--- src/hdl/cjr_pkg.sv ---
// package for the capture / jpeg configuration register bank
// assumes a 32-bit axi4-lite master; register index = byte address / 4
package cjr_pkg;
	localparam int CJR_NREG = 16;
	localparam logic [7:0] CJR_IDX_FIRST = 8'h2a;
	localparam logic [7:0] CJR_IDX_LAST = 8'h39;
	localparam logic [7:0] CJR_IDX_V1_LOW = 8'h2a;
	localparam logic [7:0] CJR_IDX_V1_HIGH = 8'h2b;
	localparam logic [7:0] CJR_IDX_LUMA_STRIDE = 8'h2c;
	localparam logic [7:0] CJR_IDX_CHROMA_STRIDE = 8'h2d;
	localparam logic [7:0] CJR_IDX_LUMA_THR = 8'h2e;
	localparam logic [7:0] CJR_IDX_CHROMA_THR = 8'h2f;
	localparam logic [7:0] CJR_IDX_MAX_WIDTH = 8'h30;
	localparam logic [7:0] CJR_IDX_MAX_HEIGHT = 8'h31;
	localparam logic [7:0] CJR_IDX_BS0_LOW = 8'h32;
	localparam logic [7:0] CJR_IDX_BS0_HIGH = 8'h33;
	localparam logic [7:0] CJR_IDX_BS1_LOW = 8'h34;
	localparam logic [7:0] CJR_IDX_BS1_HIGH = 8'h35;
	localparam logic [7:0] CJR_IDX_RESTART = 8'h36;
	localparam logic [7:0] CJR_IDX_CODER_THR = 8'h37;
	localparam logic [7:0] CJR_IDX_UPSCALE = 8'h38;
	localparam logic [7:0] CJR_IDX_ENC_CTRL = 8'h39;
	localparam logic [7:0] CJR_IDX_QTAB_FIRST = 8'h40;
	localparam logic [7:0] CJR_IDX_QTAB_LAST = 8'h7f;
	// writable bits per register, entry 0 is index 0x2a
	localparam logic [0:CJR_NREG-1][15:0] CJR_MASK = {
		16'hffff, 16'h001f, 16'h07ff, 16'h03ff, 16'h1f1f, 16'hffff, 16'h07ff, 16'h07ff,
		16'hffff, 16'h001f, 16'hffff, 16'h001f, 16'hffff, 16'h0f0f, 16'h803f, 16'h011e};
	localparam logic [0:CJR_NREG-1][15:0] CJR_RESET = {
		16'h0000, 16'h0000, 16'h0000, 16'h0000, 16'h0804, 16'h8484, 16'h0000, 16'h0000,
		16'h0000, 16'h0000, 16'h0000, 16'h0000, 16'h0000, 16'h0804, 16'h0000, 16'h0000};
	localparam int CJR_UPS_EN_BIT = 15;
	localparam int CJR_QRD_BIT = 8;
	localparam int CJR_CLKEN_BIT = 4;
	localparam int CJR_TEST_BIT = 3;
	localparam int CJR_TEN_BIT = 2;
	localparam int CJR_RUN_BIT = 1;
	localparam logic [7:0] CJR_RATIO_ONE = 8'h40;
	localparam logic [7:0] CJR_RATIO_MAX = 8'h80;
	localparam logic [1:0] CJR_RESP_OKAY = 2'b00;
	localparam logic [1:0] CJR_RESP_SLVERR = 2'b10;
	typedef enum logic [1:0] {CJR_WS_IDLE = 2'b01, CJR_WS_RESP = 2'b10} cjr_wstate_t;
	typedef enum logic [2:0] {
		CJR_RS_IDLE = 3'b001, CJR_RS_DATA = 3'b010, CJR_RS_RESP = 3'b100} cjr_rstate_t;
endpackage : cjr_pkg

--- src/hdl/cjr_regs.sv ---
// capture tail and jpeg encoder configuration registers behind an axi4-lite slave
// assumes inputs synchronous to mclk; capture format and double buffering come from outside
//
// What this block does
// - second v buffer start is 21 bits: low 16 in one register, top 5 next
// - second v buffer start used only for planar capture with double buffering
// - 11-bit luma stride, shared by both capture buffers
// - 10-bit chroma stride, shared by both buffers, unused when packed
// - luma fifo at 5-bit high threshold requests dram; default 8
// - luma fifo drained to 5-bit low threshold may release dram; default 4
// - u fifo 4-bit high/low thresholds, defaults 8 and 4, unused when packed
// - v fifo 4-bit high/low thresholds, defaults 8 and 4, unused when packed
// - maximum image width and height, 11 bits each, upper bits reserved
// - two bitstream buffer starts, 21 bits each, split low 16 and high 5
// - 16-bit restart interval in mcus; zero disables restarts; resets to zero
// - entropy coder fifo at 4-bit high threshold requests dram; default 8
// - entropy coder fifo drained to 4-bit low threshold may release; default 4
// - vertical up-scaling only while its enable bit is set; resets off
// - up-scale ratio is one plus factor/64; factor zero gives ratio two
// - quantization tables readable only while table read enable is set
// - encoder runs only while its run enable bit is set; resets off
// - test enable puts encoder into test mode; test bit matters only there
// - 2-bit capture format: 4:2:2/4:2:0 packed, then 4:2:2/4:2:0 planar
// - double buffering enable selects whether buffer set 1 is used
`timescale 1ns/1ps
`default_nettype none
module cjr_regs
	import cjr_pkg::*;
#(
	parameter int ADDR_W = 10
) (
	input wire logic mclk,
	input wire logic srst,
	input wire logic [ADDR_W-1:0] s_axi_awaddr,
	input wire logic s_axi_awvalid,
	output logic s_axi_awready,
	input wire logic [31:0] s_axi_wdata,
	input wire logic [3:0] s_axi_wstrb,
	input wire logic s_axi_wvalid,
	output logic s_axi_wready,
	output logic [1:0] s_axi_bresp,
	output logic s_axi_bvalid,
	input wire logic s_axi_bready,
	input wire logic [ADDR_W-1:0] s_axi_araddr,
	input wire logic s_axi_arvalid,
	output logic s_axi_arready,
	output logic [31:0] s_axi_rdata,
	output logic [1:0] s_axi_rresp,
	output logic s_axi_rvalid,
	input wire logic s_axi_rready,
	input wire logic [1:0] cap_format,
	input wire logic dbuf_en,
	input wire logic [4:0] luma_fifo_level,
	input wire logic [3:0] u_fifo_level,
	input wire logic [3:0] v_fifo_level,
	input wire logic [3:0] coder_fifo_level,
	input wire logic [15:0] qtable_rdata,
	output logic qtable_rd,
	output logic [5:0] qtable_addr,
	output logic [20:0] v_buf1_start,
	output logic [10:0] luma_stride,
	output logic [9:0] chroma_stride,
	output logic [3:0] fifo_dram_req,
	output logic [3:0] fifo_release,
	output logic [10:0] image_width_limit,
	output logic [10:0] image_height_limit,
	output logic [20:0] bitstream_buf0_start,
	output logic [20:0] bitstream_buf1_start,
	output logic [15:0] restart_interval,
	output logic restart_en,
	output logic upscale_en,
	output logic [7:0] upscale_ratio,
	output logic encoder_clock_enable,
	output logic encoder_run_enable,
	output logic encoder_test_enable,
	output logic encoder_test_bit
);
	localparam int NF = 4;

	// ---------------- register storage ----------------
	logic [15:0] reg_q [CJR_NREG];
	logic [15:0] reg_d [CJR_NREG];

	// ---------------- write channel ----------------
	cjr_wstate_t ws_q, ws_d;
	logic aw_got_q, aw_got_d, w_got_q, w_got_d;
	logic awready_q, awready_d, wready_q, wready_d;
	logic bvalid_q, bvalid_d;
	logic [1:0] bresp_q, bresp_d;
	logic [7:0] widx_q, widx_d;
	logic [15:0] wdata_q, wdata_d;
	logic [1:0] wstrb_q, wstrb_d;
	logic do_write, wr_hit;
	logic [3:0] wsel;

	always_comb begin
		do_write = (ws_q == CJR_WS_IDLE) && aw_got_q && w_got_q;
		wr_hit = (widx_q >= CJR_IDX_FIRST) && (widx_q <= CJR_IDX_LAST);
		wsel = 4'(widx_q - CJR_IDX_FIRST);
		ws_d = ws_q;
		aw_got_d = aw_got_q;
		w_got_d = w_got_q;
		bvalid_d = bvalid_q;
		bresp_d = bresp_q;
		widx_d = widx_q;
		wdata_d = wdata_q;
		wstrb_d = wstrb_q;
		case (ws_q)
			CJR_WS_IDLE: begin
				if (s_axi_awvalid && awready_q) begin
					aw_got_d = 1'b1;
					widx_d = s_axi_awaddr[9:2];
				end
				if (s_axi_wvalid && wready_q) begin
					w_got_d = 1'b1;
					wdata_d = s_axi_wdata[15:0];
					wstrb_d = s_axi_wstrb[1:0];
				end
				if (do_write) begin
					ws_d = CJR_WS_RESP;
					bvalid_d = 1'b1;
					bresp_d = wr_hit ? CJR_RESP_OKAY : CJR_RESP_SLVERR;
				end
			end
			CJR_WS_RESP: begin
				if (s_axi_bready) begin
					ws_d = CJR_WS_IDLE;
					bvalid_d = 1'b0;
					aw_got_d = 1'b0;
					w_got_d = 1'b0;
				end
			end
			default: begin
				ws_d = CJR_WS_IDLE;
				bvalid_d = 1'b0;
				aw_got_d = 1'b0;
				w_got_d = 1'b0;
			end
		endcase
		awready_d = (ws_d == CJR_WS_IDLE) && !aw_got_d;
		wready_d = (ws_d == CJR_WS_IDLE) && !w_got_d;
	end

	always_ff @(posedge mclk) begin
		if (srst) begin
			ws_q <= CJR_WS_IDLE;
			aw_got_q <= 1'b0;
			w_got_q <= 1'b0;
			awready_q <= 1'b0;
			wready_q <= 1'b0;
			bvalid_q <= 1'b0;
			bresp_q <= CJR_RESP_OKAY;
			widx_q <= 8'h00;
			wdata_q <= 16'h0000;
			wstrb_q <= 2'b00;
		end else begin
			ws_q <= ws_d;
			aw_got_q <= aw_got_d;
			w_got_q <= w_got_d;
			awready_q <= awready_d;
			wready_q <= wready_d;
			bvalid_q <= bvalid_d;
			bresp_q <= bresp_d;
			widx_q <= widx_d;
			wdata_q <= wdata_d;
			wstrb_q <= wstrb_d;
		end
	end

	// byte lanes above bit 15 have nothing behind them
	genvar gi;
	generate
		for (gi = 0; gi < CJR_NREG; gi++) begin : g_reg
			always_comb begin
				reg_d[gi] = reg_q[gi];
				if (do_write && wr_hit && (wsel == 4'(gi))) begin
					reg_d[gi] = {wstrb_q[1] ? wdata_q[15:8] : reg_q[gi][15:8],
						wstrb_q[0] ? wdata_q[7:0] : reg_q[gi][7:0]} & CJR_MASK[gi];
				end
			end
			always_ff @(posedge mclk) begin
				if (srst) begin
					reg_q[gi] <= CJR_RESET[gi];
				end else begin
					reg_q[gi] <= reg_d[gi];
				end
			end
		end
	endgenerate

	// ---------------- read channel ----------------
	cjr_rstate_t rs_q, rs_d;
	logic arready_q, arready_d, rvalid_q, rvalid_d;
	logic [1:0] rresp_q, rresp_d;
	logic [31:0] rdata_q, rdata_d;
	logic [7:0] ridx_q, ridx_d;
	logic qrd_q, qrd_d;
	logic rd_reg, rd_qtab;
	logic [3:0] rsel;

	always_comb begin
		rd_reg = (ridx_q >= CJR_IDX_FIRST) && (ridx_q <= CJR_IDX_LAST);
		rd_qtab = (ridx_q >= CJR_IDX_QTAB_FIRST) && (ridx_q <= CJR_IDX_QTAB_LAST);
		rsel = 4'(ridx_q - CJR_IDX_FIRST);
		rs_d = rs_q;
		ridx_d = ridx_q;
		rvalid_d = rvalid_q;
		rresp_d = rresp_q;
		rdata_d = rdata_q;
		qrd_d = 1'b0;
		case (rs_q)
			CJR_RS_IDLE: begin
				if (s_axi_arvalid && arready_q) begin
					rs_d = CJR_RS_DATA;
					ridx_d = s_axi_araddr[9:2];
					// table read strobe only when software has opened the tables
					qrd_d = (s_axi_araddr[9:2] >= CJR_IDX_QTAB_FIRST) &&
						(s_axi_araddr[9:2] <= CJR_IDX_QTAB_LAST) &&
						reg_q[15][CJR_QRD_BIT];
				end
			end
			CJR_RS_DATA: begin
				rs_d = CJR_RS_RESP;
				rvalid_d = 1'b1;
				if (rd_reg) begin
					rdata_d = {16'h0000, reg_q[rsel]};
					rresp_d = CJR_RESP_OKAY;
				end else if (rd_qtab && reg_q[15][CJR_QRD_BIT]) begin
					rdata_d = {16'h0000, qtable_rdata};
					rresp_d = CJR_RESP_OKAY;
				end else begin
					rdata_d = 32'h0000_0000;
					rresp_d = CJR_RESP_SLVERR;
				end
			end
			CJR_RS_RESP: begin
				if (s_axi_rready) begin
					rs_d = CJR_RS_IDLE;
					rvalid_d = 1'b0;
				end
			end
			default: begin
				rs_d = CJR_RS_IDLE;
				rvalid_d = 1'b0;
			end
		endcase
		arready_d = (rs_d == CJR_RS_IDLE);
	end

	always_ff @(posedge mclk) begin
		if (srst) begin
			rs_q <= CJR_RS_IDLE;
			arready_q <= 1'b0;
			rvalid_q <= 1'b0;
			rresp_q <= CJR_RESP_OKAY;
			rdata_q <= 32'h0000_0000;
			ridx_q <= 8'h00;
			qrd_q <= 1'b0;
		end else begin
			rs_q <= rs_d;
			arready_q <= arready_d;
			rvalid_q <= rvalid_d;
			rresp_q <= rresp_d;
			rdata_q <= rdata_d;
			ridx_q <= ridx_d;
			qrd_q <= qrd_d;
		end
	end

	// ---------------- decoded configuration outputs ----------------
	logic planar, dbuf_planar;
	logic [4:0] lvl [NF];
	logic [4:0] hi [NF];
	logic [4:0] lo [NF];
	logic [NF-1:0] used, req_d, req_q, rel_d, rel_q;
	logic [20:0] v1_d, v1_q;
	logic [7:0] ratio_d, ratio_q;
	logic restart_en_q, run_q, tbit_q;
	logic [9:0] chroma_q;

	always_comb begin
		planar = cap_format[1];
		dbuf_planar = planar && dbuf_en;
		v1_d = dbuf_planar ? {reg_q[1][4:0], reg_q[0]} : 21'h000000;
		lvl[0] = luma_fifo_level;
		lvl[1] = {1'b0, u_fifo_level};
		lvl[2] = {1'b0, v_fifo_level};
		lvl[3] = {1'b0, coder_fifo_level};
		hi[0] = reg_q[4][12:8];
		lo[0] = reg_q[4][4:0];
		hi[1] = {1'b0, reg_q[5][15:12]};
		lo[1] = {1'b0, reg_q[5][11:8]};
		hi[2] = {1'b0, reg_q[5][7:4]};
		lo[2] = {1'b0, reg_q[5][3:0]};
		hi[3] = {1'b0, reg_q[13][11:8]};
		lo[3] = {1'b0, reg_q[13][3:0]};
		used = {1'b1, planar, planar, 1'b1};
		// zero factor means the largest step, not unity
		ratio_d = (reg_q[14][5:0] == 6'h00) ? CJR_RATIO_MAX :
			(CJR_RATIO_ONE + {2'b00, reg_q[14][5:0]});
		if (!reg_q[14][CJR_UPS_EN_BIT]) begin
			ratio_d = CJR_RATIO_ONE;
		end
	end

	generate
		for (gi = 0; gi < NF; gi++) begin : g_fifo
			always_comb begin
				req_d[gi] = used[gi] && (lvl[gi] >= hi[gi]);
				rel_d[gi] = used[gi] && (lvl[gi] <= lo[gi]);
			end
		end
	endgenerate

	always_ff @(posedge mclk) begin
		if (srst) begin
			v1_q <= 21'h000000;
			req_q <= '0;
			rel_q <= '0;
			ratio_q <= CJR_RATIO_ONE;
		end else begin
			v1_q <= v1_d;
			req_q <= req_d;
			rel_q <= rel_d;
			ratio_q <= ratio_d;
		end
	end

	// these are direct register fields, all but chroma_stride; the register itself is the output flop
	assign luma_stride = reg_q[2][10:0];
	assign chroma_stride = chroma_q;
	assign image_width_limit = reg_q[6][10:0];
	assign image_height_limit = reg_q[7][10:0];
	assign bitstream_buf0_start = {reg_q[9][4:0], reg_q[8]};
	assign bitstream_buf1_start = {reg_q[11][4:0], reg_q[10]};
	assign restart_interval = reg_q[12];
	assign upscale_en = reg_q[14][CJR_UPS_EN_BIT];
	assign encoder_clock_enable = reg_q[15][CJR_CLKEN_BIT];
	assign encoder_test_enable = reg_q[15][CJR_TEN_BIT];

	always_ff @(posedge mclk) begin
		if (srst) begin
			chroma_q <= 10'h000;
			restart_en_q <= 1'b0;
			run_q <= 1'b0;
			tbit_q <= 1'b0;
		end else begin
			// chroma stride means nothing in packed capture, so it reads zero there
			chroma_q <= planar ? reg_q[3][9:0] : 10'h000;
			restart_en_q <= (reg_q[12] != 16'h0000);
			// a run request without the encoder clock would stall the core
			run_q <= reg_q[15][CJR_RUN_BIT] && reg_q[15][CJR_CLKEN_BIT];
			tbit_q <= reg_q[15][CJR_TEN_BIT] && reg_q[15][CJR_TEST_BIT];
		end
	end

	assign s_axi_awready = awready_q;
	assign s_axi_wready = wready_q;
	assign s_axi_bvalid = bvalid_q;
	assign s_axi_bresp = bresp_q;
	assign s_axi_arready = arready_q;
	assign s_axi_rvalid = rvalid_q;
	assign s_axi_rresp = rresp_q;
	assign s_axi_rdata = rdata_q;
	assign qtable_rd = qrd_q;
	assign qtable_addr = ridx_q[5:0];
	assign v_buf1_start = v1_q;
	assign fifo_dram_req = req_q;
	assign fifo_release = rel_q;
	assign restart_en = restart_en_q;
	assign upscale_ratio = ratio_q;
	assign encoder_run_enable = run_q;
	assign encoder_test_bit = tbit_q;
endmodule : cjr_regs
`default_nettype wire
--- config.mk ---
export PLATFORM = sky130hd
export DESIGN_NAME = cjr_regs
export DESIGN_NICKNAME = d
export VERILOG_FILES = /design/src/hdl/cjr_pkg.sv /design/src/hdl/cjr_regs.sv
export SDC_FILE = /design/constraint.sdc
export NUM_CORES = 1
export LEC_CHECK = 0
export BUFFER_PORTS_ARGS = -buffer_cell sky130_fd_sc_hd__buf_2
export CORE_MARGIN = 2
export CORE_UTILIZATION = 49
export DETAILED_ROUTE_END_ITERATION = 8
export PLACE_DENSITY = 0.76
export SYNTH_ARGS = -nofsm -noshare
export SYNTH_HDL_FRONTEND = slang
export SYNTH_SLANG_ARGS = --single-unit
export TNS_END_PERCENT = 100
--- constraint.sdc ---
create_clock -name mclk -period 3.3 [get_ports mclk]
set_clock_uncertainty 0.2 [all_clocks]
set_input_delay 0.165 -clock mclk [delete_from_list [all_inputs] [get_ports mclk]]
set_output_delay 0.165 -clock mclk [all_outputs]
set_load 0.03 [all_outputs]
==> run_results.csv, run 1 <==
group,metric,value,unit
status,status,"completed",
placed_design,port-buffer-count,249,
clock_network,cts.path.max_buffers,3,
setup_path,crit_slowest_cell,"a41oi_4",
global_routing,grt_pass1_wl,62600,um
logic_synthesis,ys_ff_latch,283,
setup_path,crit_chain,"inv_1, ha_1, and2_1, a41oi_4, or3_1, mux2i_1, nor2_1",
setup_path,cp_max_fo,20,
die,die_y,166,um
global_routing,grt_pass1_vias,11293,
placed_design,place_hpwl,29300,um
global_routing,grt_util_all_layers,0.295,
setup_path,path_delay_family,"simple AND/OR/NAND/NOR gates",
logic_synthesis,ys_warn_count,0,
global_routing,grt_max_degree,96,
global_routing,gr-usage-met1,0.383,
die,rows,59,
logic_synthesis,syn_avg_cell_area,9.05,um^2
setup_path,r2r_end,"reg_q[8][4]",
sta,grt_setup_unrepaired,"false",
logic_synthesis,synth_flop_cell,"dfxtp_1",
setup_path,slowest_delay,0.66,ns
setup_path,end_kind,"register",
placed_design,place_inst,1920,
logic_synthesis,synthArstFlopShare,0,
global_routing,overflow,0,
die,die_w,166,um
sta,worst_slew_pin_slew,1.20,ns
setup_path,cp.required,3.51,ns
clock_network,clkSinkCount,283,
logic_synthesis,synth_top_area_cell,"dfxtp_1",
placed_design,place_congestion,0.934,
final_layout,layout.nets,1846,
global_routing,grt_util_met2,0.484,
final_layout,syn_to_final_growth,25.6,%
logic_synthesis,synth_area,0.0128,mm^2
clock_network,worstSkewPairLatency,0.55,ns
drt,drcViolationCount,0,
hold_path,whs_endpoint,"aw_got_q",
setup_path,r2r_start,"widx_q[1]",
die,core,0.0258,mm^2
setup_path,reg2regPathDepth,7,
pwr,leakagePower,0.00697,uW
clock_network,cts_max_level,1,
drt,ant_nets,0,
setup_path,arrival,3.21,ns
setup_path,cp_num_buf_inv,1,
pwr,pwr_density_cell,499,mW/mm^2
drt,drt_pass1_iterations,5,
clock_network,cts_buffers,30,
global_routing,grt_use_met3,0.0504,
clock_network,cts.clk_slew.worst_paths,0.07,ns
die,design.die.area,0.0274,mm^2
sta,holdWs,0.0717,ns
sta,hold_viol_final,0,
clock_network,cts_setup_buffers,0,
sta,fmax,334,MHz
final_layout,drive_above_1_share,0.220,
logic_synthesis,synth_cell_types,75,
logic_synthesis,synth_seq_area_share,0.443,
clock_network,cts_tree,"built",
logic_synthesis,synth_top_area_frac,0.443,
hold_path,whs_path_depth,4,
clock_network,clockRootBuffer,"clkbuf_16",
final_layout,fin_cells,2064,
sta,timing.slew.headroom,0.187,
logic_synthesis,netlist_instances,1414,
die,start_util,0.495,
setup_path,rrSetupSlack,0.31,ns
setup_path,cp-start-kind,"register",
pwr,peakVddDrop,0.451,mV
sta,setup_viol,0,
logic_synthesis,synthTopCellsByCount,"283 x dfxtp_1, 170 x nand2_1, 139 x a21oi_1",
sta,tns,0,ns
flow_run,drv_cap,0,
setup_path,critPathKind,"register to register",
sta,period_minus_slack,2.99,ns
hold_path,hold_class,"primary input to register",
setup_path,cp.depth,7,
sta,drv_slew,0,
logic_synthesis,synth_edf_count,0,
drt,wl_per_cell,20.2,um
drt,vias,11887,
logic_synthesis,synth_area_leaders,"dfxtp_1 44%, mux2i_1 7.7%, a21oi_1 5.4%",
drt,drt-total-wl,41700,um
die,top_level_ports,291,
logic_synthesis,yosysMostFrequentCell,"dfxtp_1",
global_routing,antenna_found_initial,1,
hold_path,min-delay-start,"s_axi_awvalid",
drt,drt_iter0_drc,1276,
sta,timing.final.crit_share,0.907,
global_routing,gr-max-usage-layer,"met2",
drt,drt-vias-per-instance,5.76,
worst register-to-register path, stage by stage (launching register included):
cell and delay (ns):
dfxtp_1 0.35, inv_1 0.10, ha_1 0.41, and2_1 0.24, a41oi_4 0.66, or3_1 0.56, mux2i_1 0.28, nor2_1 0.06
repair_timing:
item                                    CTS  global route
hold buffers                             91             0
endpoints found under the setup margin    0             9
hold endpoints to repair                129             0
gates resized for setup                   0             1
flip-flops by register name, indices dropped and copies added, names as in the netlist, 3 cells and up:
register,flops
chroma_stride,10
fifo_dram_req,4
fifo_release,4
reg_q,168
ridx_q,8
rs_q,3
s_axi_rdata,16
upscale_ratio,8
v_buf1_start,21
wdata_q,16
widx_q,8
layout by cell type (no fill, tap or decap), drive strengths merged, types with 4 or more instances in the layout:
master         n
a221oi         5
nand3         33
nand2b        16
ha            39
mux2          14
a211o          8
buf          275
a21oi        139
nor2b         16
clkinv         6
a41oi          5
o21ai         83
nand3b         6
mux2i         98
a22oi         11
nor3          14
clkbuf        39
a211oi        12
and3          30
mux4          24
o22ai          6
nand4          7
dlygate4sd3   91
dfxtp        283
inv           44
nor4           8
nand2        170
or3            6
conb          18
o21a           7
a21o           7
xor2           4
and2          20
nor2         134
worst max-delay path by stage:
stage	startpoint	to
CTS	widx_q[1]	reg_q[8][4]
floorplan	ridx_q[1]	s_axi_rdata[1]
global route	widx_q[1]	reg_q[10][3]
detailed placement	widx_q[1]	reg_q[8][3]
global placement	widx_q[1]	reg_q[8][4]
finish	widx_q[1]	reg_q[8][4]
layer usage:
layer	part of all wire	up-vias
met5	0	-
met4	0.047	0
met3	0.099	119
met2	0.46	681
met1	0.39	5579
li1	-	5508
metrics by stage:
step,power [uW],setup WS [ns],utilization,instance area [um^2]
after CTS,7990,0.158,0.621,16000
after global routing,8240,0.0498,0.622,16100
final,8020,0.308,0.622,16100
after floorplan,4300,0.241,-,12900
after global placement,4570,0.293,0.548,14200
after detailed placement,4590,0.162,0.548,14200
power breakdown:
part	internal [uW]	switching (uW)
clock network	1950	1390
registers	3500	205
logic	380	584
total	5840	2180
final cells by class:
class,instances,area (um^2)
sequential,283,5670
multi-input combinational,985,6450
inverter,42,158
timing repair buffer,366,2380
clock inverter,13,130
clock buffer,39,846
fill,2148,9780
antenna,1,2.50
tap,335,419
kinds of logic after synthesis:
| kind of cell | after synthesis | synth area share |
|---|---|---|
| buffers and inverters | 163 | 0.0588 |
| muxes | 136 | 0.131 |
| adders and majority gates | 39 | 0.0382 |
| DFF | 283 | 0.443 |
| other | 1 | 0.000293 |
| AOI/OAI and AO/OA | 308 | 0.142 |
| xor gates and xnor gates | 6 | 0.00470 |
| and+or+nand+nor | 478 | 0.182 |
No activity file was read; power rests on OpenSTA's default activity.
==> inputs of run 2 (changes only) <==
Settings changed: CORE_UTILIZATION 49 to 40, PLACE_DENSITY 0.76 to unset.
==> run 2 against run 1 <==
Sequential share of layout area fell by 0.15 points; critical path depth rose by 1; largest power group unchanged; hold slack lost 0.012 ns; global-route usage fell by 4.5 points; highest routed layer unchanged; wire length grew 3.9%; final area is 0.41% higher.
==> run_results.csv, run 2 (synthesized netlist as in run 1, its figures left out) <==
group,metric,value,unit
status,status,"completed",
global_routing,overflow,0,
drt,wl_per_cell,20.3,um
setup_path,r2r_start,"widx_q[1]",
setup_path,rrSetupSlack,0.21,ns
placed_design,place_hpwl,31200,um
setup_path,r2r_end,"reg_q[4][2]",
hold_path,whs_endpoint,"widx_q[3]",
global_routing,grt_pass1_vias,11032,
sta,hold_viol_final,0,
hold_path,whs_path_depth,4,
global_routing,grt_util_all_layers,0.250,
sta,timing.slew.headroom,0.201,
setup_path,crit_slowest_cell,"a41oi_1",
setup_path,slowest_delay,0.93,ns
setup_path,cp.required,3.55,ns
setup_path,path_delay_family,"compound AO/OA/AOI/OAI gates",
final_layout,syn_to_final_growth,26.1,%
global_routing,antenna_found_initial,1,
clock_network,clockRootBuffer,"clkbuf_16",
clock_network,cts_buffers,30,
drt,drt_iter0_drc,1068,
die,start_util,0.405,
sta,setup_viol,0,
clock_network,cts.path.max_buffers,3,
drt,vias,11632,
clock_network,worstSkewPairLatency,0.57,ns
die,core,0.0316,mm^2
placed_design,place_inst,1992,
setup_path,critPathKind,"register to register",
die,die_w,183,um
final_layout,fin_area,0.0161,mm^2
drt,ant_nets,0,
final_layout,drive_above_1_share,0.222,
die,design.die.area,0.0334,mm^2
clock_network,cts_max_level,1,
final_layout,layout.nets,1844,
die,top_level_ports,291,
setup_path,crit_chain,"inv_1, ha_1, buf_4, nor2_1, a41oi_1, or3_1, nor2_1, a211o_1",
drt,drt-vias-per-instance,5.46,
sta,drv_slew,0,
sta,grt_setup_unrepaired,"false",
clock_network,clkSinkCount,283,
clock_network,cts.clk_slew.worst_paths,0.07,ns
setup_path,crit_path_frequent_cell,"nor2_1",
placed_design,post_dp_cell_area,0.0143,mm^2
drt,drt_pass1_iterations,5,
flow_run,drv_cap,0,
setup_path,end_kind,"register",
placed_design,place_congestion,0.904,
sta,period_minus_slack,3.09,ns
final_layout,layout_commonest_cell,"dfxtp_1",
final_layout,fin_cells,2132,
sta,worst_slew_pin_slew,1.18,ns
pwr,leakagePower,0.00695,uW
setup_path,arrival,3.33,ns
global_routing,grt_pass1_wl,64400,um
pwr,peakVddDrop,0.532,mV
pwr,pwr_density_cell,499,mW/mm^2
setup_path,crit_start,"widx_q[1]",
setup_path,cp_num_buf_inv,2,
sta,timing.final.crit_share,0.935,
drt,drcViolationCount,0,
sta,fmax,324,MHz
sta,tns,0,ns
final_layout,final_cell_mix,"281 x dfxtp_1, 248 x buf_2, 170 x nand2_1, 139 x a21oi_1, 130 x nor2_1",
drt,drt-total-wl,43300,um
global_routing,grt_max_degree,100,
placed_design,port-buffer-count,249,
setup_path,cp_max_fo,11,
hold_path,min-delay-start,"s_axi_awvalid",
die,rows,65,
die,die_y,183,um
setup_path,reg2regPathDepth,8,
final_layout,largest_register_ffs,168,
hold_path,hold_class,"primary input to register",
clock_network,cts_tree,"built",
setup_path,cp-start-kind,"register",
final_layout,regMostFlops,"reg_q",
[run 2: worst max path at each step]
stage	end	slack [ns]	cells after the start
2_1_floorplan	s_axi_rdata[1]	0.24	10
5_1_grt	reg_q[4][2]	0.06	8
6_report	reg_q[4][2]	0.21	8
3_5_place_dp	reg_q[8][5]	0.21	7
4_1_cts	reg_q[8][3]	0.17	7
3_3_place_gp	reg_q[8][5]	0.29	7
[run 2: final cells by class]
class                           count  area [um^2]
Antenna cell                        1         2.50
Tap cell                          402          503
Timing Repair Buffer              364         2350
Fill cell                        2983        15400
Clock buffer                       45          867
Multi-Input combinational cell    985         6460
Inverter                           42          158
Clock inverter                     10          115
Sequential cell                   283         5670
[run 2: what timing repair did]
item                       in CTS  in global routing
resized for setup               0                  1
hold buffers                   84                  0
hold endpoints to repair       99                  0
setup buffers                   0                  0
setup endpoints to repair       0                  5
[run 2: power by group]
group	leakage, uW	switching, uW	internal (uW)
registers	0.00229	205	3500
clock network	0.000486	1410	1970
logic	0.00418	592	364
[run 2: worst reg2reg max path, delay by kind of cell, from the launching register on]
family / cells / cell delay [ns]
simple gates: 3 / 0.53
buf+inv: 2 / 0.30
compound gates: 2 / 1.21
flops: 1 / 0.35
fa+ha+maj: 1 / 0.38
[run 2: routing by layer]
layer | track usage | up-vias | wire (um)
li1 | - | 5501 | -
met1 | 0.344 | 5547 | 19000
met2 | 0.403 | 498 | 19800
met3 | 0.0338 | 86 | 3040
met4 | 0.0899 | 0 | 1530
met5 | 0 | - | 0
[run 2: through the flow]
step	total power [uW]	hold slack (ns)	worst slack, ns	util
6_report	8040	0.0595	0.214	0.511
5_1_grt	8310	0.0729	0.0590	0.511
4_1_cts	8060	0.0328	0.172	0.511
3_5_place_dp	4630	0.150	0.212	0.453
3_3_place_gp	4610	0.148	0.294	0.453
2_1_floorplan	4300	0.0406	0.241	-
